`src/hw/baud_bank_pkg.sv`:
```
/*
  Shared constants for the bank 1 / bank 2 register logic of the serial
  controller: offsets, field positions, reset values, masks and timing counts.
  Assumes a single 25 MHz system clock, from which all slower rates are enables.
*/
package baud_bank_pkg;

  // Register offsets inside a bank
  localparam logic [2:0] OFF_DIV_LOW = 3'h0;
  localparam logic [2:0] OFF_DIV_HIGH = 3'h1;
  localparam logic [2:0] OFF_EXT_ONE = 3'h2;
  localparam logic [2:0] OFF_LINE_CONTROL_BANK_SELECT = 3'h3;
  localparam logic [2:0] OFF_EXT_TWO = 3'h4;
  localparam logic [2:0] OFF_RESERVED = 3'h5;
  localparam logic [2:0] OFF_SEND_LVL = 3'h6;
  localparam logic [2:0] OFF_RECV_LVL = 3'h7;

  // Bank selection by the byte last written at offset 3
  typedef enum logic [1:0] {BANK_LEGACY, BANK_ONE, BANK_TWO} bank_e;
  localparam logic [7:0] BANK_TWO_CODE = 8'he0;
  localparam int BANK_SEL_BIT = 7;

  // Extended control one fields
  localparam int EXT_SEL_BIT = 0;
  localparam int FAIR_BIT = 1;
  localparam int THR_BIT = 2;
  localparam int SWAP_BIT = 3;
  localparam int ECHO_PATH_BIT = 4;
  localparam int ECHO_TX_BIT = 5;
  localparam int PROBE_BIT = 7;

  // Extended control two fields
  localparam int TX_SIZE_LSB = 0;
  localparam int RX_SIZE_LSB = 2;
  localparam int PRESCALE_LSB = 4;
  localparam int LOCK_BIT = 7;
  localparam logic [1:0] SIZE_DEEP_CODE = 2'h1;

  // Reset values
  localparam logic [7:0] EXT_ONE_RESET = 8'h00;
  localparam logic [7:0] EXT_TWO_RESET = 8'h00;
  localparam logic [7:0] BANK_SEL_RESET = 8'h00;
  localparam logic [7:0] LINE_CTL_RESET = 8'h00;
  localparam logic [7:0] SCRATCH_RESET = 8'h00;
  localparam logic [15:0] DIV_RESET = 16'h0001;

  // Keep masks applied on a legacy divisor access, and read masks
  localparam logic [7:0] EXT_ONE_FALLBACK_KEEP = 8'h5e;
  localparam logic [7:0] EXT_ONE_LEGACY_KEEP = 8'h5f;
  localparam logic [7:0] EXT_TWO_FALLBACK_KEEP = 8'hc0;
  localparam logic [7:0] EXT_ONE_READ_MASK = 8'hbf;
  localparam logic [7:0] EXT_TWO_READ_MASK = 8'hbf;

  // DMA thresholds and queue depths
  localparam logic [5:0] RX_THR_LOW = 6'h04;
  localparam logic [5:0] RX_THR_HIGH = 6'h0a;
  localparam logic [5:0] TX_THR_SHALLOW_LOW = 6'h0d;
  localparam logic [5:0] TX_THR_DEEP_LOW = 6'h1d;
  localparam logic [5:0] TX_THR_SHALLOW_HIGH = 6'h07;
  localparam logic [5:0] TX_THR_DEEP_HIGH = 6'h17;
  localparam logic [5:0] DEPTH_SHALLOW = 6'h10;
  localparam logic [5:0] DEPTH_DEEP = 6'h20;

  // Timing: burst cut rounds down, being a longest time
  localparam int CLK_PERIOD_NS = 40;
  localparam int DMA_BURST_NS = 10500;
  localparam logic [8:0] DMA_BURST_CYCLES = 9'(DMA_BURST_NS / CLK_PERIOD_NS);

  // Prescaler: fractional accumulator modulo 13, step picks the ratio
  localparam logic [4:0] PRESCALE_MOD = 5'h0d;
  localparam logic [1:0] PRESCALE_CODE_13 = 2'h0;
  localparam logic [1:0] PRESCALE_CODE_1625 = 2'h1;
  localparam logic [1:0] PRESCALE_CODE_1 = 2'h3;
  localparam logic [4:0] STEP_DIV_13 = 5'h01;
  localparam logic [4:0] STEP_DIV_1625 = 5'h08;
  localparam logic [4:0] STEP_DIV_1 = 5'h0d;

endpackage

```
`src/hw/baud_divisor_extended_control.sv`:
```
/*
  Bank 1 / bank 2 register logic: divisor ports, legacy fallback, extended
  control registers, DMA request routing and the baud generator.
  Assumes a byte-wide synchronous host bus with one-cycle read and write
  strobes that never come together, and a datapath that owns the queues,
  the modem control and infrared control registers.
*/
// What this block does
// - Bank 2 offsets 0 and 1 give a second path to the divisor bytes.
// - Legacy divisor access in extended mode falls back and clears listed control bits.
// - Non-extended, unlocked legacy access clears control one bits 5,7 and two bits 0-5.
// - Non-extended, locked legacy access leaves divisor and all modes untouched.
// - Divisor low byte at the lower offset, high byte at the next.
// - Writing either divisor byte reloads the baud counter at once.
// - Divisor holds the reload value; counter restarts from it each period.
// - Bank 2 decodes offsets 0-4, 6, 7; offset 5 reserved.
// - Extended control one resets to all zeros.
// - The extended select bit at one puts the device in extended mode.
// - Fairness zero cuts DMA requests after about 10.5 us continuous activity.
// - Fairness one holds transmit request until full, receive until empty.
// - Transmit request below threshold; receive request at threshold or timeout.
// - Threshold bit picks receive 4/10 and transmit 13,29 / 7,23.
// - Swap bit exchanges transmit and receive request and acknowledge paths.
// - Outside extended mode, lock bit redirects legacy divisor offsets to two scratchpads, no fallback.
// - Prescaler divides by 13, 1.625 or 1; code 10 reserved.
// - Echo path bit selects internal loopback.
// - Probe bit drives the baud generator output onto the DTR pin.
`timescale 1ns/1ps
module baud_divisor_extended_control (
  input wire logic SYS_CLK_I,
  input wire logic SYS_RST_I,
  input wire logic [2:0] ADDR_I,
  input wire logic [7:0] DATA_I,
  input wire logic RD_I,
  input wire logic WR_I,
  input wire logic [5:0] SEND_QUEUE_LEVEL_I,
  input wire logic [5:0] RECEIVE_QUEUE_LEVEL_I,
  input wire logic RX_TIMEOUT_I,
  input wire logic MODEM_DTR_I,
  input wire logic DMA_ACK_A_I,
  input wire logic DMA_ACK_B_I,
  output logic [7:0] DATA_O,
  output logic DMA_REQ_A_O,
  output logic DMA_REQ_B_O,
  output logic TX_DMA_ACK_O,
  output logic RX_DMA_ACK_O,
  output logic DTR_O,
  output logic BAUD_TICK_O,
  output logic EXTENDED_MODE_O,
  output logic LOOPBACK_O,
  output logic ECHO_TX_O,
  output logic TX_QUEUE_DEEP_O,
  output logic RX_QUEUE_DEEP_O,
  output logic FALLBACK_CLEAR_O,
  output logic [7:0] LINE_CONTROL_O
);

  typedef struct packed {
    logic [15:0] divisor;
    logic [7:0] ext_one;
    logic [7:0] ext_two;
    logic [7:0] bank_sel;
    logic [7:0] line_ctl;
    logic [7:0] scratch_low;
    logic [7:0] scratch_high;
    logic [7:0] rdata;
    logic div_load;
    logic fallback_clear;
    logic dtr;
    logic tx_deep;
    logic rx_deep;
  } regs_s;

  regs_s s;
  regs_s next_s;
  baud_bank_pkg::bank_e bank;
  logic access;
  logic div_offset;
  logic ext_mode;
  logic locked;
  logic legacy_hit;
  logic legacy_to_div;
  logic legacy_to_scratch;
  logic direct_div;
  logic baud_tick;
  logic req_a;
  logic req_b;
  logic tx_ack;
  logic rx_ack;

  // Bit 7 clear selects the legacy bank; one fixed code selects bank 2
  function automatic baud_bank_pkg::bank_e bank_of(input logic [7:0] sel);
    if (!sel[baud_bank_pkg::BANK_SEL_BIT]) begin
      bank_of = baud_bank_pkg::BANK_LEGACY;
    end else if (sel == baud_bank_pkg::BANK_TWO_CODE) begin
      bank_of = baud_bank_pkg::BANK_TWO;
    end else begin
      bank_of = baud_bank_pkg::BANK_ONE;
    end
  endfunction

  // Address decode shared by the read and write paths
  always_comb begin
    bank = bank_of(s.bank_sel);
    access = RD_I || WR_I;
    div_offset = (ADDR_I == baud_bank_pkg::OFF_DIV_LOW) || (ADDR_I == baud_bank_pkg::OFF_DIV_HIGH);
    ext_mode = s.ext_one[baud_bank_pkg::EXT_SEL_BIT];
    locked = s.ext_two[baud_bank_pkg::LOCK_BIT];
    legacy_hit = access && (bank == baud_bank_pkg::BANK_ONE) && div_offset;
    // Lock only counts outside extended mode; software must clear it there
    legacy_to_div = legacy_hit && (ext_mode || !locked);
    legacy_to_scratch = legacy_hit && !ext_mode && locked;
    direct_div = access && (bank == baud_bank_pkg::BANK_TWO) && div_offset;
  end

  // Register writes, fallback clearing and read data capture
  always_comb begin
    next_s = s;
    next_s.div_load = 1'b0;
    next_s.fallback_clear = 1'b0;
    next_s.dtr = s.ext_one[baud_bank_pkg::PROBE_BIT] ? baud_tick : MODEM_DTR_I;
    if (WR_I) begin
      if (legacy_to_div || direct_div) begin
        if (ADDR_I == baud_bank_pkg::OFF_DIV_LOW) begin
          next_s.divisor[7:0] = DATA_I;
        end else begin
          next_s.divisor[15:8] = DATA_I;
        end
        next_s.div_load = 1'b1;
      end
      if (legacy_to_scratch) begin
        if (ADDR_I == baud_bank_pkg::OFF_DIV_LOW) begin
          next_s.scratch_low = DATA_I;
        end else begin
          next_s.scratch_high = DATA_I;
        end
      end
      if (bank == baud_bank_pkg::BANK_TWO && ADDR_I == baud_bank_pkg::OFF_EXT_ONE) begin
        next_s.ext_one = DATA_I;
      end
      if (bank == baud_bank_pkg::BANK_TWO && ADDR_I == baud_bank_pkg::OFF_EXT_TWO) begin
        next_s.ext_two = DATA_I;
      end
      // Offset 3 is common to every bank; bit 7 clear also loads line control
      if (ADDR_I == baud_bank_pkg::OFF_LINE_CONTROL_BANK_SELECT) begin
        next_s.bank_sel = DATA_I;
        if (!DATA_I[baud_bank_pkg::BANK_SEL_BIT]) begin
          next_s.line_ctl = DATA_I;
        end
      end
    end
    // Reads as well as writes of the legacy divisor trigger the fallback
    if (legacy_to_div) begin
      if (ext_mode) begin
        next_s.ext_one = s.ext_one & baud_bank_pkg::EXT_ONE_FALLBACK_KEEP;
        next_s.fallback_clear = 1'b1;
      end else begin
        next_s.ext_one = s.ext_one & baud_bank_pkg::EXT_ONE_LEGACY_KEEP;
      end
      next_s.ext_two = s.ext_two & baud_bank_pkg::EXT_TWO_FALLBACK_KEEP;
    end
    if (RD_I) begin
      next_s.rdata = 8'h00;
      case (ADDR_I)
        baud_bank_pkg::OFF_DIV_LOW: begin
          if (legacy_to_scratch) begin
            next_s.rdata = s.scratch_low;
          end else if (legacy_to_div || direct_div) begin
            next_s.rdata = s.divisor[7:0];
          end
        end
        baud_bank_pkg::OFF_DIV_HIGH: begin
          if (legacy_to_scratch) begin
            next_s.rdata = s.scratch_high;
          end else if (legacy_to_div || direct_div) begin
            next_s.rdata = s.divisor[15:8];
          end
        end
        baud_bank_pkg::OFF_EXT_ONE: begin
          if (bank == baud_bank_pkg::BANK_TWO) begin
            next_s.rdata = s.ext_one & baud_bank_pkg::EXT_ONE_READ_MASK;
          end
        end
        baud_bank_pkg::OFF_LINE_CONTROL_BANK_SELECT: begin
          next_s.rdata = s.bank_sel;
        end
        baud_bank_pkg::OFF_EXT_TWO: begin
          if (bank == baud_bank_pkg::BANK_TWO) begin
            next_s.rdata = s.ext_two & baud_bank_pkg::EXT_TWO_READ_MASK;
          end
        end
        baud_bank_pkg::OFF_SEND_LVL: begin
          if (bank == baud_bank_pkg::BANK_TWO) begin
            next_s.rdata = {2'b00, SEND_QUEUE_LEVEL_I};
          end
        end
        baud_bank_pkg::OFF_RECV_LVL: begin
          if (bank == baud_bank_pkg::BANK_TWO) begin
            next_s.rdata = {2'b00, RECEIVE_QUEUE_LEVEL_I};
          end
        end
        default: next_s.rdata = 8'h00;
      endcase
    end
    // Depth flags kept as flops so the outputs need no decode after the register
    next_s.tx_deep = next_s.ext_two[baud_bank_pkg::TX_SIZE_LSB +: 2]
      == baud_bank_pkg::SIZE_DEEP_CODE;
    next_s.rx_deep = next_s.ext_two[baud_bank_pkg::RX_SIZE_LSB +: 2]
      == baud_bank_pkg::SIZE_DEEP_CODE;
  end

  // State register; the divisor gets a constant since its true value is undefined
  always_ff @(posedge SYS_CLK_I or posedge SYS_RST_I) begin
    if (SYS_RST_I) begin
      s.divisor <= baud_bank_pkg::DIV_RESET;
      s.ext_one <= baud_bank_pkg::EXT_ONE_RESET;
      s.ext_two <= baud_bank_pkg::EXT_TWO_RESET;
      s.bank_sel <= baud_bank_pkg::BANK_SEL_RESET;
      s.line_ctl <= baud_bank_pkg::LINE_CTL_RESET;
      s.scratch_low <= baud_bank_pkg::SCRATCH_RESET;
      s.scratch_high <= baud_bank_pkg::SCRATCH_RESET;
      s.rdata <= 8'h00;
      s.div_load <= 1'b0;
      s.fallback_clear <= 1'b0;
      s.dtr <= 1'b0;
      s.tx_deep <= 1'b0;
      s.rx_deep <= 1'b0;
    end else begin
      s <= next_s;
    end
  end

  // Baud generator, reloaded on every divisor write
  baud_rate_counter baud_gen (
    .clk_i(SYS_CLK_I),
    .rst_i(SYS_RST_I),
    .divisor_i(s.divisor),
    .load_i(s.div_load),
    .prescale_code_i(s.ext_two[baud_bank_pkg::PRESCALE_LSB +: 2]),
    .baud_tick_o(baud_tick)
  );

  // DMA request logic; sizes 1x are reserved and act as shallow
  dma_request_logic dma_req (
    .clk_i(SYS_CLK_I),
    .rst_i(SYS_RST_I),
    .tx_level_i(SEND_QUEUE_LEVEL_I),
    .rx_level_i(RECEIVE_QUEUE_LEVEL_I),
    .tx_deep_i(s.ext_two[baud_bank_pkg::TX_SIZE_LSB +: 2] == baud_bank_pkg::SIZE_DEEP_CODE),
    .rx_deep_i(s.ext_two[baud_bank_pkg::RX_SIZE_LSB +: 2] == baud_bank_pkg::SIZE_DEEP_CODE),
    .rx_timeout_i(RX_TIMEOUT_I),
    .fairness_i(s.ext_one[baud_bank_pkg::FAIR_BIT]),
    .threshold_i(s.ext_one[baud_bank_pkg::THR_BIT]),
    .swap_i(s.ext_one[baud_bank_pkg::SWAP_BIT]),
    .ack_a_i(DMA_ACK_A_I),
    .ack_b_i(DMA_ACK_B_I),
    .req_a_o(req_a),
    .req_b_o(req_b),
    .tx_ack_o(tx_ack),
    .rx_ack_o(rx_ack)
  );

  // Outputs, each a flip-flop in this module or a submodule
  assign DATA_O = s.rdata;
  assign DMA_REQ_A_O = req_a;
  assign DMA_REQ_B_O = req_b;
  assign TX_DMA_ACK_O = tx_ack;
  assign RX_DMA_ACK_O = rx_ack;
  assign DTR_O = s.dtr;
  assign BAUD_TICK_O = baud_tick;
  assign EXTENDED_MODE_O = s.ext_one[baud_bank_pkg::EXT_SEL_BIT];
  assign LOOPBACK_O = s.ext_one[baud_bank_pkg::ECHO_PATH_BIT];
  assign ECHO_TX_O = s.ext_one[baud_bank_pkg::ECHO_TX_BIT];
  assign TX_QUEUE_DEEP_O = s.tx_deep;
  assign RX_QUEUE_DEEP_O = s.rx_deep;
  assign FALLBACK_CLEAR_O = s.fallback_clear;
  assign LINE_CONTROL_O = s.line_ctl;

  a_fallback_clear: assert property (@(posedge SYS_CLK_I) disable iff (SYS_RST_I)
    (legacy_hit && ext_mode) |=> (!EXTENDED_MODE_O && FALLBACK_CLEAR_O
      && s.ext_two[5:0] == 6'h00 && !s.ext_one[5] && !s.ext_one[7]))
    else $error("fallback did not clear the extended bits");

  a_legacy_clear: assert property (@(posedge SYS_CLK_I) disable iff (SYS_RST_I)
    (legacy_hit && !ext_mode && !locked) |=> (!FALLBACK_CLEAR_O && !s.ext_one[5]
      && !s.ext_one[7] && s.ext_two[5:0] == 6'h00 && !EXTENDED_MODE_O))
    else $error("unlocked legacy access did not clear bits");

  a_lock_keeps: assert property (@(posedge SYS_CLK_I) disable iff (SYS_RST_I)
    (legacy_hit && !ext_mode && locked) |=> ($stable(s.divisor) && $stable(s.ext_one)
      && $stable(s.ext_two) && !s.div_load))
    else $error("locked legacy access changed state");

  a_scratch_write: assert property (@(posedge SYS_CLK_I) disable iff (SYS_RST_I)
    (WR_I && legacy_to_scratch && ADDR_I == baud_bank_pkg::OFF_DIV_HIGH)
      |=> s.scratch_high == $past(DATA_I))
    else $error("scratchpad not written");

  a_div_low_write: assert property (@(posedge SYS_CLK_I) disable iff (SYS_RST_I)
    (WR_I && direct_div && ADDR_I == baud_bank_pkg::OFF_DIV_LOW)
      |=> (s.divisor[7:0] == $past(DATA_I) && $stable(s.divisor[15:8]) && s.div_load))
    else $error("divisor low byte write wrong");

  a_ext_select: assert property (@(posedge SYS_CLK_I) disable iff (SYS_RST_I)
    (WR_I && bank == baud_bank_pkg::BANK_TWO && ADDR_I == baud_bank_pkg::OFF_EXT_ONE)
      |=> EXTENDED_MODE_O == $past(DATA_I[0]))
    else $error("extended select not taken");

  a_level_read: assert property (@(posedge SYS_CLK_I) disable iff (SYS_RST_I)
    (RD_I && bank == baud_bank_pkg::BANK_TWO && ADDR_I == baud_bank_pkg::OFF_SEND_LVL)
      |=> DATA_O == {2'b00, $past(SEND_QUEUE_LEVEL_I)})
    else $error("send queue level read wrong");

  a_reserved_read: assert property (@(posedge SYS_CLK_I) disable iff (SYS_RST_I)
    (RD_I && ADDR_I == baud_bank_pkg::OFF_RESERVED) |=> DATA_O == 8'h00)
    else $error("reserved offset read not zero");

  a_probe_route: assert property (@(posedge SYS_CLK_I) disable iff (SYS_RST_I)
    s.ext_one[baud_bank_pkg::PROBE_BIT] |=> DTR_O == $past(baud_tick))
    else $error("probe did not route baud output to DTR");

  a_legacy_div_write: assert property (@(posedge SYS_CLK_I) disable iff (SYS_RST_I)
    (WR_I && legacy_to_div && ADDR_I == baud_bank_pkg::OFF_DIV_HIGH)
      |=> (s.divisor[15:8] == $past(DATA_I) && s.div_load))
    else $error("legacy divisor high byte write lost");

  a_legacy_div_read: assert property (@(posedge SYS_CLK_I) disable iff (SYS_RST_I)
    (RD_I && legacy_to_div && ADDR_I == baud_bank_pkg::OFF_DIV_HIGH)
      |=> DATA_O == $past(s.divisor[15:8]))
    else $error("legacy divisor high byte read wrong");

  a_fallback_pulse: assert property (@(posedge SYS_CLK_I) disable iff (SYS_RST_I)
    FALLBACK_CLEAR_O |=> !FALLBACK_CLEAR_O)
    else $error("fallback clear pulse longer than one cycle");

endmodule

```
`src/hw/baud_rate_counter.sv`:
```
/*
  Prescaler and 16-bit baud generator counter.
  Assumes the divisor input is a register that changes on the same edge as load.
*/
`timescale 1ns/1ps
module baud_rate_counter (
  input wire logic clk_i,
  input wire logic rst_i,
  input wire logic [15:0] divisor_i,
  input wire logic load_i,
  input wire logic [1:0] prescale_code_i,
  output logic baud_tick_o
);

  typedef struct packed {
    logic [3:0] acc;
    logic [15:0] count;
    logic tick;
  } baud_s;

  baud_s s;
  baud_s next_s;
  logic [4:0] step;
  logic [4:0] sum;
  logic pre_tick;

  // Fractional prescale: 1/13, 8/13 or every cycle; reserved code acts as 13
  always_comb begin
    case (prescale_code_i)
      baud_bank_pkg::PRESCALE_CODE_13: step = baud_bank_pkg::STEP_DIV_13;
      baud_bank_pkg::PRESCALE_CODE_1625: step = baud_bank_pkg::STEP_DIV_1625;
      baud_bank_pkg::PRESCALE_CODE_1: step = baud_bank_pkg::STEP_DIV_1;
      default: step = baud_bank_pkg::STEP_DIV_13;
    endcase
    sum = {1'b0, s.acc} + step;
    pre_tick = (sum >= baud_bank_pkg::PRESCALE_MOD);
    next_s = s;
    next_s.tick = 1'b0;
    next_s.acc = pre_tick ? 4'(sum - baud_bank_pkg::PRESCALE_MOD) : sum[3:0];
    // A divisor write restarts the count at once
    if (load_i) begin
      next_s.count = divisor_i;
    end else if (pre_tick) begin
      if (s.count <= 16'h0001) begin
        next_s.count = divisor_i;
        next_s.tick = 1'b1;
      end else begin
        next_s.count = 16'(s.count - 16'h0001);
      end
    end
  end

  // State register
  always_ff @(posedge clk_i or posedge rst_i) begin
    if (rst_i) begin
      s <= '0;
    end else begin
      s <= next_s;
    end
  end

  assign baud_tick_o = s.tick;

  a_div_reload: assert property (@(posedge clk_i) disable iff (rst_i)
    load_i |=> (s.count == $past(divisor_i)))
    else $error("divisor write did not reload the counter");

  a_tick_restart: assert property (@(posedge clk_i) disable iff (rst_i)
    (pre_tick && !load_i && s.count > 16'h0001) |=> !s.tick)
    else $error("tick before the count expired");

endmodule

```
`src/hw/dma_request_logic.sv`:
```
/*
  DMA request generation with thresholds, fairness and channel exchange.
  Assumes queue levels come from the datapath, synchronous to the clock.
*/
`timescale 1ns/1ps
module dma_request_logic (
  input wire logic clk_i,
  input wire logic rst_i,
  input wire logic [5:0] tx_level_i,
  input wire logic [5:0] rx_level_i,
  input wire logic tx_deep_i,
  input wire logic rx_deep_i,
  input wire logic rx_timeout_i,
  input wire logic fairness_i,
  input wire logic threshold_i,
  input wire logic swap_i,
  input wire logic ack_a_i,
  input wire logic ack_b_i,
  output logic req_a_o,
  output logic req_b_o,
  output logic tx_ack_o,
  output logic rx_ack_o
);

  typedef struct packed {
    logic tx_req;
    logic rx_req;
    logic [8:0] burst;
    logic req_a;
    logic req_b;
    logic tx_ack;
    logic rx_ack;
  } dma_s;

  dma_s s;
  dma_s next_s;
  logic [5:0] tx_thr;
  logic [5:0] rx_thr;
  logic [5:0] tx_depth;
  logic [5:0] rx_depth;
  logic tx_cond;
  logic rx_cond;

  function automatic logic [5:0] tx_threshold(input logic thr, input logic deep);
    if (thr) begin
      tx_threshold = deep ? baud_bank_pkg::TX_THR_DEEP_HIGH : baud_bank_pkg::TX_THR_SHALLOW_HIGH;
    end else begin
      tx_threshold = deep ? baud_bank_pkg::TX_THR_DEEP_LOW : baud_bank_pkg::TX_THR_SHALLOW_LOW;
    end
  endfunction

  // Requests in the unswapped frame, then routed
  always_comb begin
    tx_thr = tx_threshold(threshold_i, tx_deep_i);
    rx_thr = threshold_i ? baud_bank_pkg::RX_THR_HIGH : baud_bank_pkg::RX_THR_LOW;
    tx_depth = tx_deep_i ? baud_bank_pkg::DEPTH_DEEP : baud_bank_pkg::DEPTH_SHALLOW;
    rx_depth = rx_deep_i ? baud_bank_pkg::DEPTH_DEEP : baud_bank_pkg::DEPTH_SHALLOW;
    tx_cond = (tx_level_i < tx_thr);
    rx_cond = (rx_level_i >= rx_thr) || rx_timeout_i;
    next_s = s;
    if (fairness_i) begin
      // Hold until full or empty; the rx depth term is never zero, so only an empty level ends it
      next_s.tx_req = s.tx_req ? (tx_level_i < tx_depth) : tx_cond;
      next_s.rx_req = s.rx_req ? (rx_level_i != 6'h00 && rx_depth != 6'h00) : rx_cond;
      next_s.burst = 9'h000;
    end else if (s.burst >= baud_bank_pkg::DMA_BURST_CYCLES) begin
      // Cut the burst so other bus masters get a turn
      next_s.tx_req = 1'b0;
      next_s.rx_req = 1'b0;
      next_s.burst = 9'h000;
    end else begin
      next_s.tx_req = tx_cond;
      next_s.rx_req = rx_cond;
      next_s.burst = (s.tx_req || s.rx_req) ? 9'(s.burst + 9'h001) : 9'h000;
    end
    next_s.req_a = swap_i ? next_s.rx_req : next_s.tx_req;
    next_s.req_b = swap_i ? next_s.tx_req : next_s.rx_req;
    next_s.tx_ack = swap_i ? ack_b_i : ack_a_i;
    next_s.rx_ack = swap_i ? ack_a_i : ack_b_i;
  end

  // State register
  always_ff @(posedge clk_i or posedge rst_i) begin
    if (rst_i) begin
      s <= '0;
    end else begin
      s <= next_s;
    end
  end

  assign req_a_o = s.req_a;
  assign req_b_o = s.req_b;
  assign tx_ack_o = s.tx_ack;
  assign rx_ack_o = s.rx_ack;

  a_burst_cut: assert property (@(posedge clk_i) disable iff (rst_i)
    (!fairness_i && s.burst >= baud_bank_pkg::DMA_BURST_CYCLES) |=> (!s.tx_req && !s.rx_req))
    else $error("DMA burst not cut at the limit");

  a_swap_route: assert property (@(posedge clk_i) disable iff (rst_i)
    s.req_a == ($past(swap_i) ? s.rx_req : s.tx_req))
    else $error("DMA request routing wrong");

  a_fair_hold: assert property (@(posedge clk_i) disable iff (rst_i)
    (fairness_i && s.tx_req && tx_level_i < tx_depth) |=> s.tx_req)
    else $error("transmit request dropped before queue full");

endmodule

```
`config.mk`:
```
export PLATFORM = sky130hd
export DESIGN_NAME = baud_divisor_extended_control
export DESIGN_NICKNAME = d
export VERILOG_FILES = /design/src/hw/baud_bank_pkg.sv /design/src/hw/baud_divisor_extended_control.sv /design/src/hw/baud_rate_counter.sv /design/src/hw/dma_request_logic.sv
export SDC_FILE = /design/constraint.sdc
export NUM_CORES = 1
export LEC_CHECK = 0
export ABC_AREA = 1
export BUFFER_PORTS_ARGS = -buffer_cell sky130_fd_sc_hd__buf_2
export CORE_MARGIN = 5
export CORE_UTILIZATION = 35
export CTS_CLUSTER_DIAMETER = 80
export DETAILED_ROUTE_END_ITERATION = 7
export GPL_ROUTABILITY_DRIVEN = 0
export RECOVER_POWER = 25
export SLEW_MARGIN = 20
export SYNTH_ARGS = -nofsm -noshare
export SYNTH_HDL_FRONTEND = slang
export SYNTH_SLANG_ARGS = --single-unit
```
`constraint.sdc`:
```
create_clock -name SYS_CLK_I -period 7.3 [get_ports SYS_CLK_I]
set_input_delay 1.095 -clock SYS_CLK_I [delete_from_list [all_inputs] [get_ports SYS_CLK_I]]
set_output_delay 1.095 -clock SYS_CLK_I [all_outputs]
set_load 0.02 [all_outputs]
```
==> flow_summary.yaml <==
global_routing:
  grt_max_degree: 83
  grt_pass1_vias: 4804
  grt_pass1_wl_mm: 24.7
  grt_usage_pct: 15.3
  antenna_found_initial: 0
  overflow: 0
place:
  pre_cts_ws_ns: 4.18
  hpwl_mm: 11.0
  port_buffers: 57
critical_path:
  cp_max_fo: 14
  crit_chain: "buf_2 -> inv_1 -> nand3_1 -> nor2_1 -> inv_2 -> nor2_1 -> inv_1 -> nand2_1 -> o21ai_0"
  cp_data_required_time_ns: 7.52
  slowest_delay_ns: 0.53
  cp_num_buf_inv: 4
  slowest_stage: "nor2_1"
  start_kind: "input pin"
  cp_top_family: "simple AND/OR/NAND/NOR gates"
  worstSetupEndpointType: "register"
  critical_path_arrival_ns: 3.01
  critPathKind: "in2reg"
floorplanning:
  dieWidth_um: 142
  core_area_um2: 17200
  rows: 48
  fp.dieH_um: 142
  die_area_um2: 20100
  start_util_pct: 35.4
  ios: 59
timing:
  timing.final.crit_share_pct: 38.2
  tns_ns: 0
  setup_viol: 0
  clock_skew_ns: 0.00982
  rsz0062_at_grt: "false"
  post-route-min-period_ns: 2.79
  maxSlewViolCount: 0
  setup_slack_ns: 4.51
  fmax_ghz: 0.359
  relSlewSlack_pct: 14.5
  hold_violations: 0
  tightest_slew_ns: 1.28
final_layout:
  n_antenna_cell: 0
  multi_input_area_um2: 2740
  regArea_um2: 2750
  areaGrowthSynthToFinish_pct: 10.7
  fin_nets: 875
  fillers: 1843
  drive_gt1_share_pct: 13.1
routing:
  antenna_left: 0
  routed_wl_mm: 15.0
  avgRoutedWirePerCell_um: 14.2
  drtIter0Drc: 479
  via_count: 5100
  firstDrtPassIters: 5
  drc: 0
  viasPerCell: 4.83
clock_network:
  cts_tree: "yes"
  cts_num_sinks: 110
  clockBufferDepth: 2
  clock-root-buffer: "clkbuf_16"
  clkLatencyLatePin_ns: 0.36
  cts_setup_buffers: 0
  numCtsBuffers: 9
  cts.repair.resized: 0
  clk_pin_slew_ns: 0.08
  h-tree-depth: 3
  cts_hold_buffers: 0
run:
  drv_cap: 0
yosys:
  synth_nets: 838
  yosysWarnings: 0
  synth_flop_cell: "dfrtp_1"
  ys_ff_latch: 110
  synthArstFlopShare_pct: 100
  ys_seq_area_share_pct: 45.3
  netlist_instances: 789
  synth_cell_types: 37
  syn_area_um2: 6080
  synth_edf_count: 0
  avgSynthCellArea_um2: 7.70
pwr:
  peakVddDrop_uv: 109
  powerDensity_nw_per_um2: 283
  leakage_uw: 0.00332
run_status:
  outcome: "finished clean"
min_path:
  hold_path_class: "reg2reg"
## synth_stat cells (3+ instances only)
library cell  instances  area, um2
nor2_2                6       37.5
a31oi_1               3       18.8
dfrtp_1             109       2730
o21ai_1               3       15.0
nor2_1               75        282
nand2_2               7       43.8
a21oi_1              24        120
inv_1                90        338
buf_4                18        135
nand3_1              33        165
clkbuf_1              4       15.0
o22ai_1               9       56.3
xnor2_1               4       35.0
inv_2                 3       11.3
o21ai_0              87        435
nor3_1                8       40.0
nand2_1             227        852
nand4_1              12       75.1
o211ai_1              5       37.5
xor2_1                7       61.3
buf_2                 7       35.0
o21ai_2               9       78.8
buf_6                 4       45.0
ha_1                 18        225
## logic make-up after synthesis
| family | after synthesis | synth area share [%] |
|---|---|---|
| flip-flops | 110 | 45.3 |
| buffers and inverters | 126 | 9.53 |
| AND/OR/NAND/NOR | 379 | 26.7 |
| XOR/XNOR | 11 | 1.59 |
| adder cells (fa/ha/maj) | 18 | 3.71 |
| AO/OA/AOI/OAI | 143 | 12.9 |
| other | 1 | 0.0617 |
| multiplexers | 1 | 0.185 |
## flip-flops by register name (all words and copies together), names as in the netlist, 7 cells and up
register and flops:
s 51, baud_gen.s 20, dma_req.s 11, DATA_O 8
LINE_CONTROL_O 7
## worst reg2reg max path: cells and delay by family (launching register included)
kind / cells / cell delay [ns]
buffers and inverters: 5 / 0.78
and+or+nand+nor: 7 / 0.66
AOI/OAI and AO/OA: 1 / 0.15
DFF: 1 / 0.41
adders and majority gates: 3 / 0.63
## metrics by stage
stage               utilization [%]  hold slack [ns]  std cells  cell area (um2)  total power, uW
floorplan                         -            0.432        789             6080             1270
global placement               37.4            0.457       1040             6430             1410
detailed placement             37.4            0.451       1040             6430             1410
CTS                            39.1            0.461       1056             6720             1920
global route                   39.2            0.498       1056             6730             2050
finish                         39.2            0.457       1056             6730             1900
## final cells by class
| class | count | area share (%) |
|---|---|---|
| Timing Repair Buffer | 59 | 4.52 |
| Multi-Input combinational cell | 553 | 40.8 |
| Tap cell | 225 | 4.19 |
| Inverter | 93 | 5.21 |
| Sequential cell | 110 | 40.9 |
| Clock inverter | 4 | 0.819 |
| Clock buffer | 12 | 3.52 |
## worst paths after layout
kind / startpoint / endpoint / slack [ns] / cells after the start
hold / removal: dma_req.s[4] / dma_req.s[4] / 0.46 / 1
hold reg to reg: dma_req.s[4] / dma_req.s[4] / 0.46 / 1
setup reg to reg: s[50] / baud_gen.s[16] / 4.57 / 16
max in group asynchronous: SYS_RST_I / DATA_O[6] / 5.05 / 3
min in group asynchronous: SYS_RST_I / dma_req.req_b_o / 0.99 / 2
setup / recovery: ADDR_I[2] / LINE_CONTROL_O[4] / 4.51 / 9
## placed cells by master, fill, tap and decap left out, types with 2 or more instances in the layout
cell,Yosys,layout
nand2_1,227,227
dfrtp_1,109,109
inv_1,90,89
o21ai_0,87,87
nor2_1,75,75
buf_2,7,57
nand3_1,33,33
a21oi_1,24,24
ha_1,18,18
nand4_1,12,12
o22ai_1,9,9
o21ai_2,9,9
clkbuf_16,0,9
nor3_1,8,8
xor2_1,7,7
nand2_2,7,7
nor2_2,6,6
o211ai_1,5,5
xnor2_1,4,4
a31oi_1,3,3
o21ai_1,3,3
inv_2,3,3
clkbuf_1,4,3
nand2_4,2,2
nand3b_1,2,2
or2_2,2,2
nand4_4,2,2
## power by group
group,switching (uW),total [uW],internal (uW),leakage [uW]
Combinational,381,587,206,0.00176
Sequential,91.6,814,723,0.00142
Clock,230,499,269,0.000137
Total,703,1900,1200,0.00332
## routing by layer
layer,wire length [um],up-vias,global-route usage [%],share of wire [%]
met3,600,19,2.46,4.0
li1,-,2593,-,-
met4,278,0,5.25,1.8
met5,0,-,0,0
met1,7310,2374,21.9,49
met2,6860,114,23.7,46
No activity file was read; power rests on OpenSTA's default activity.
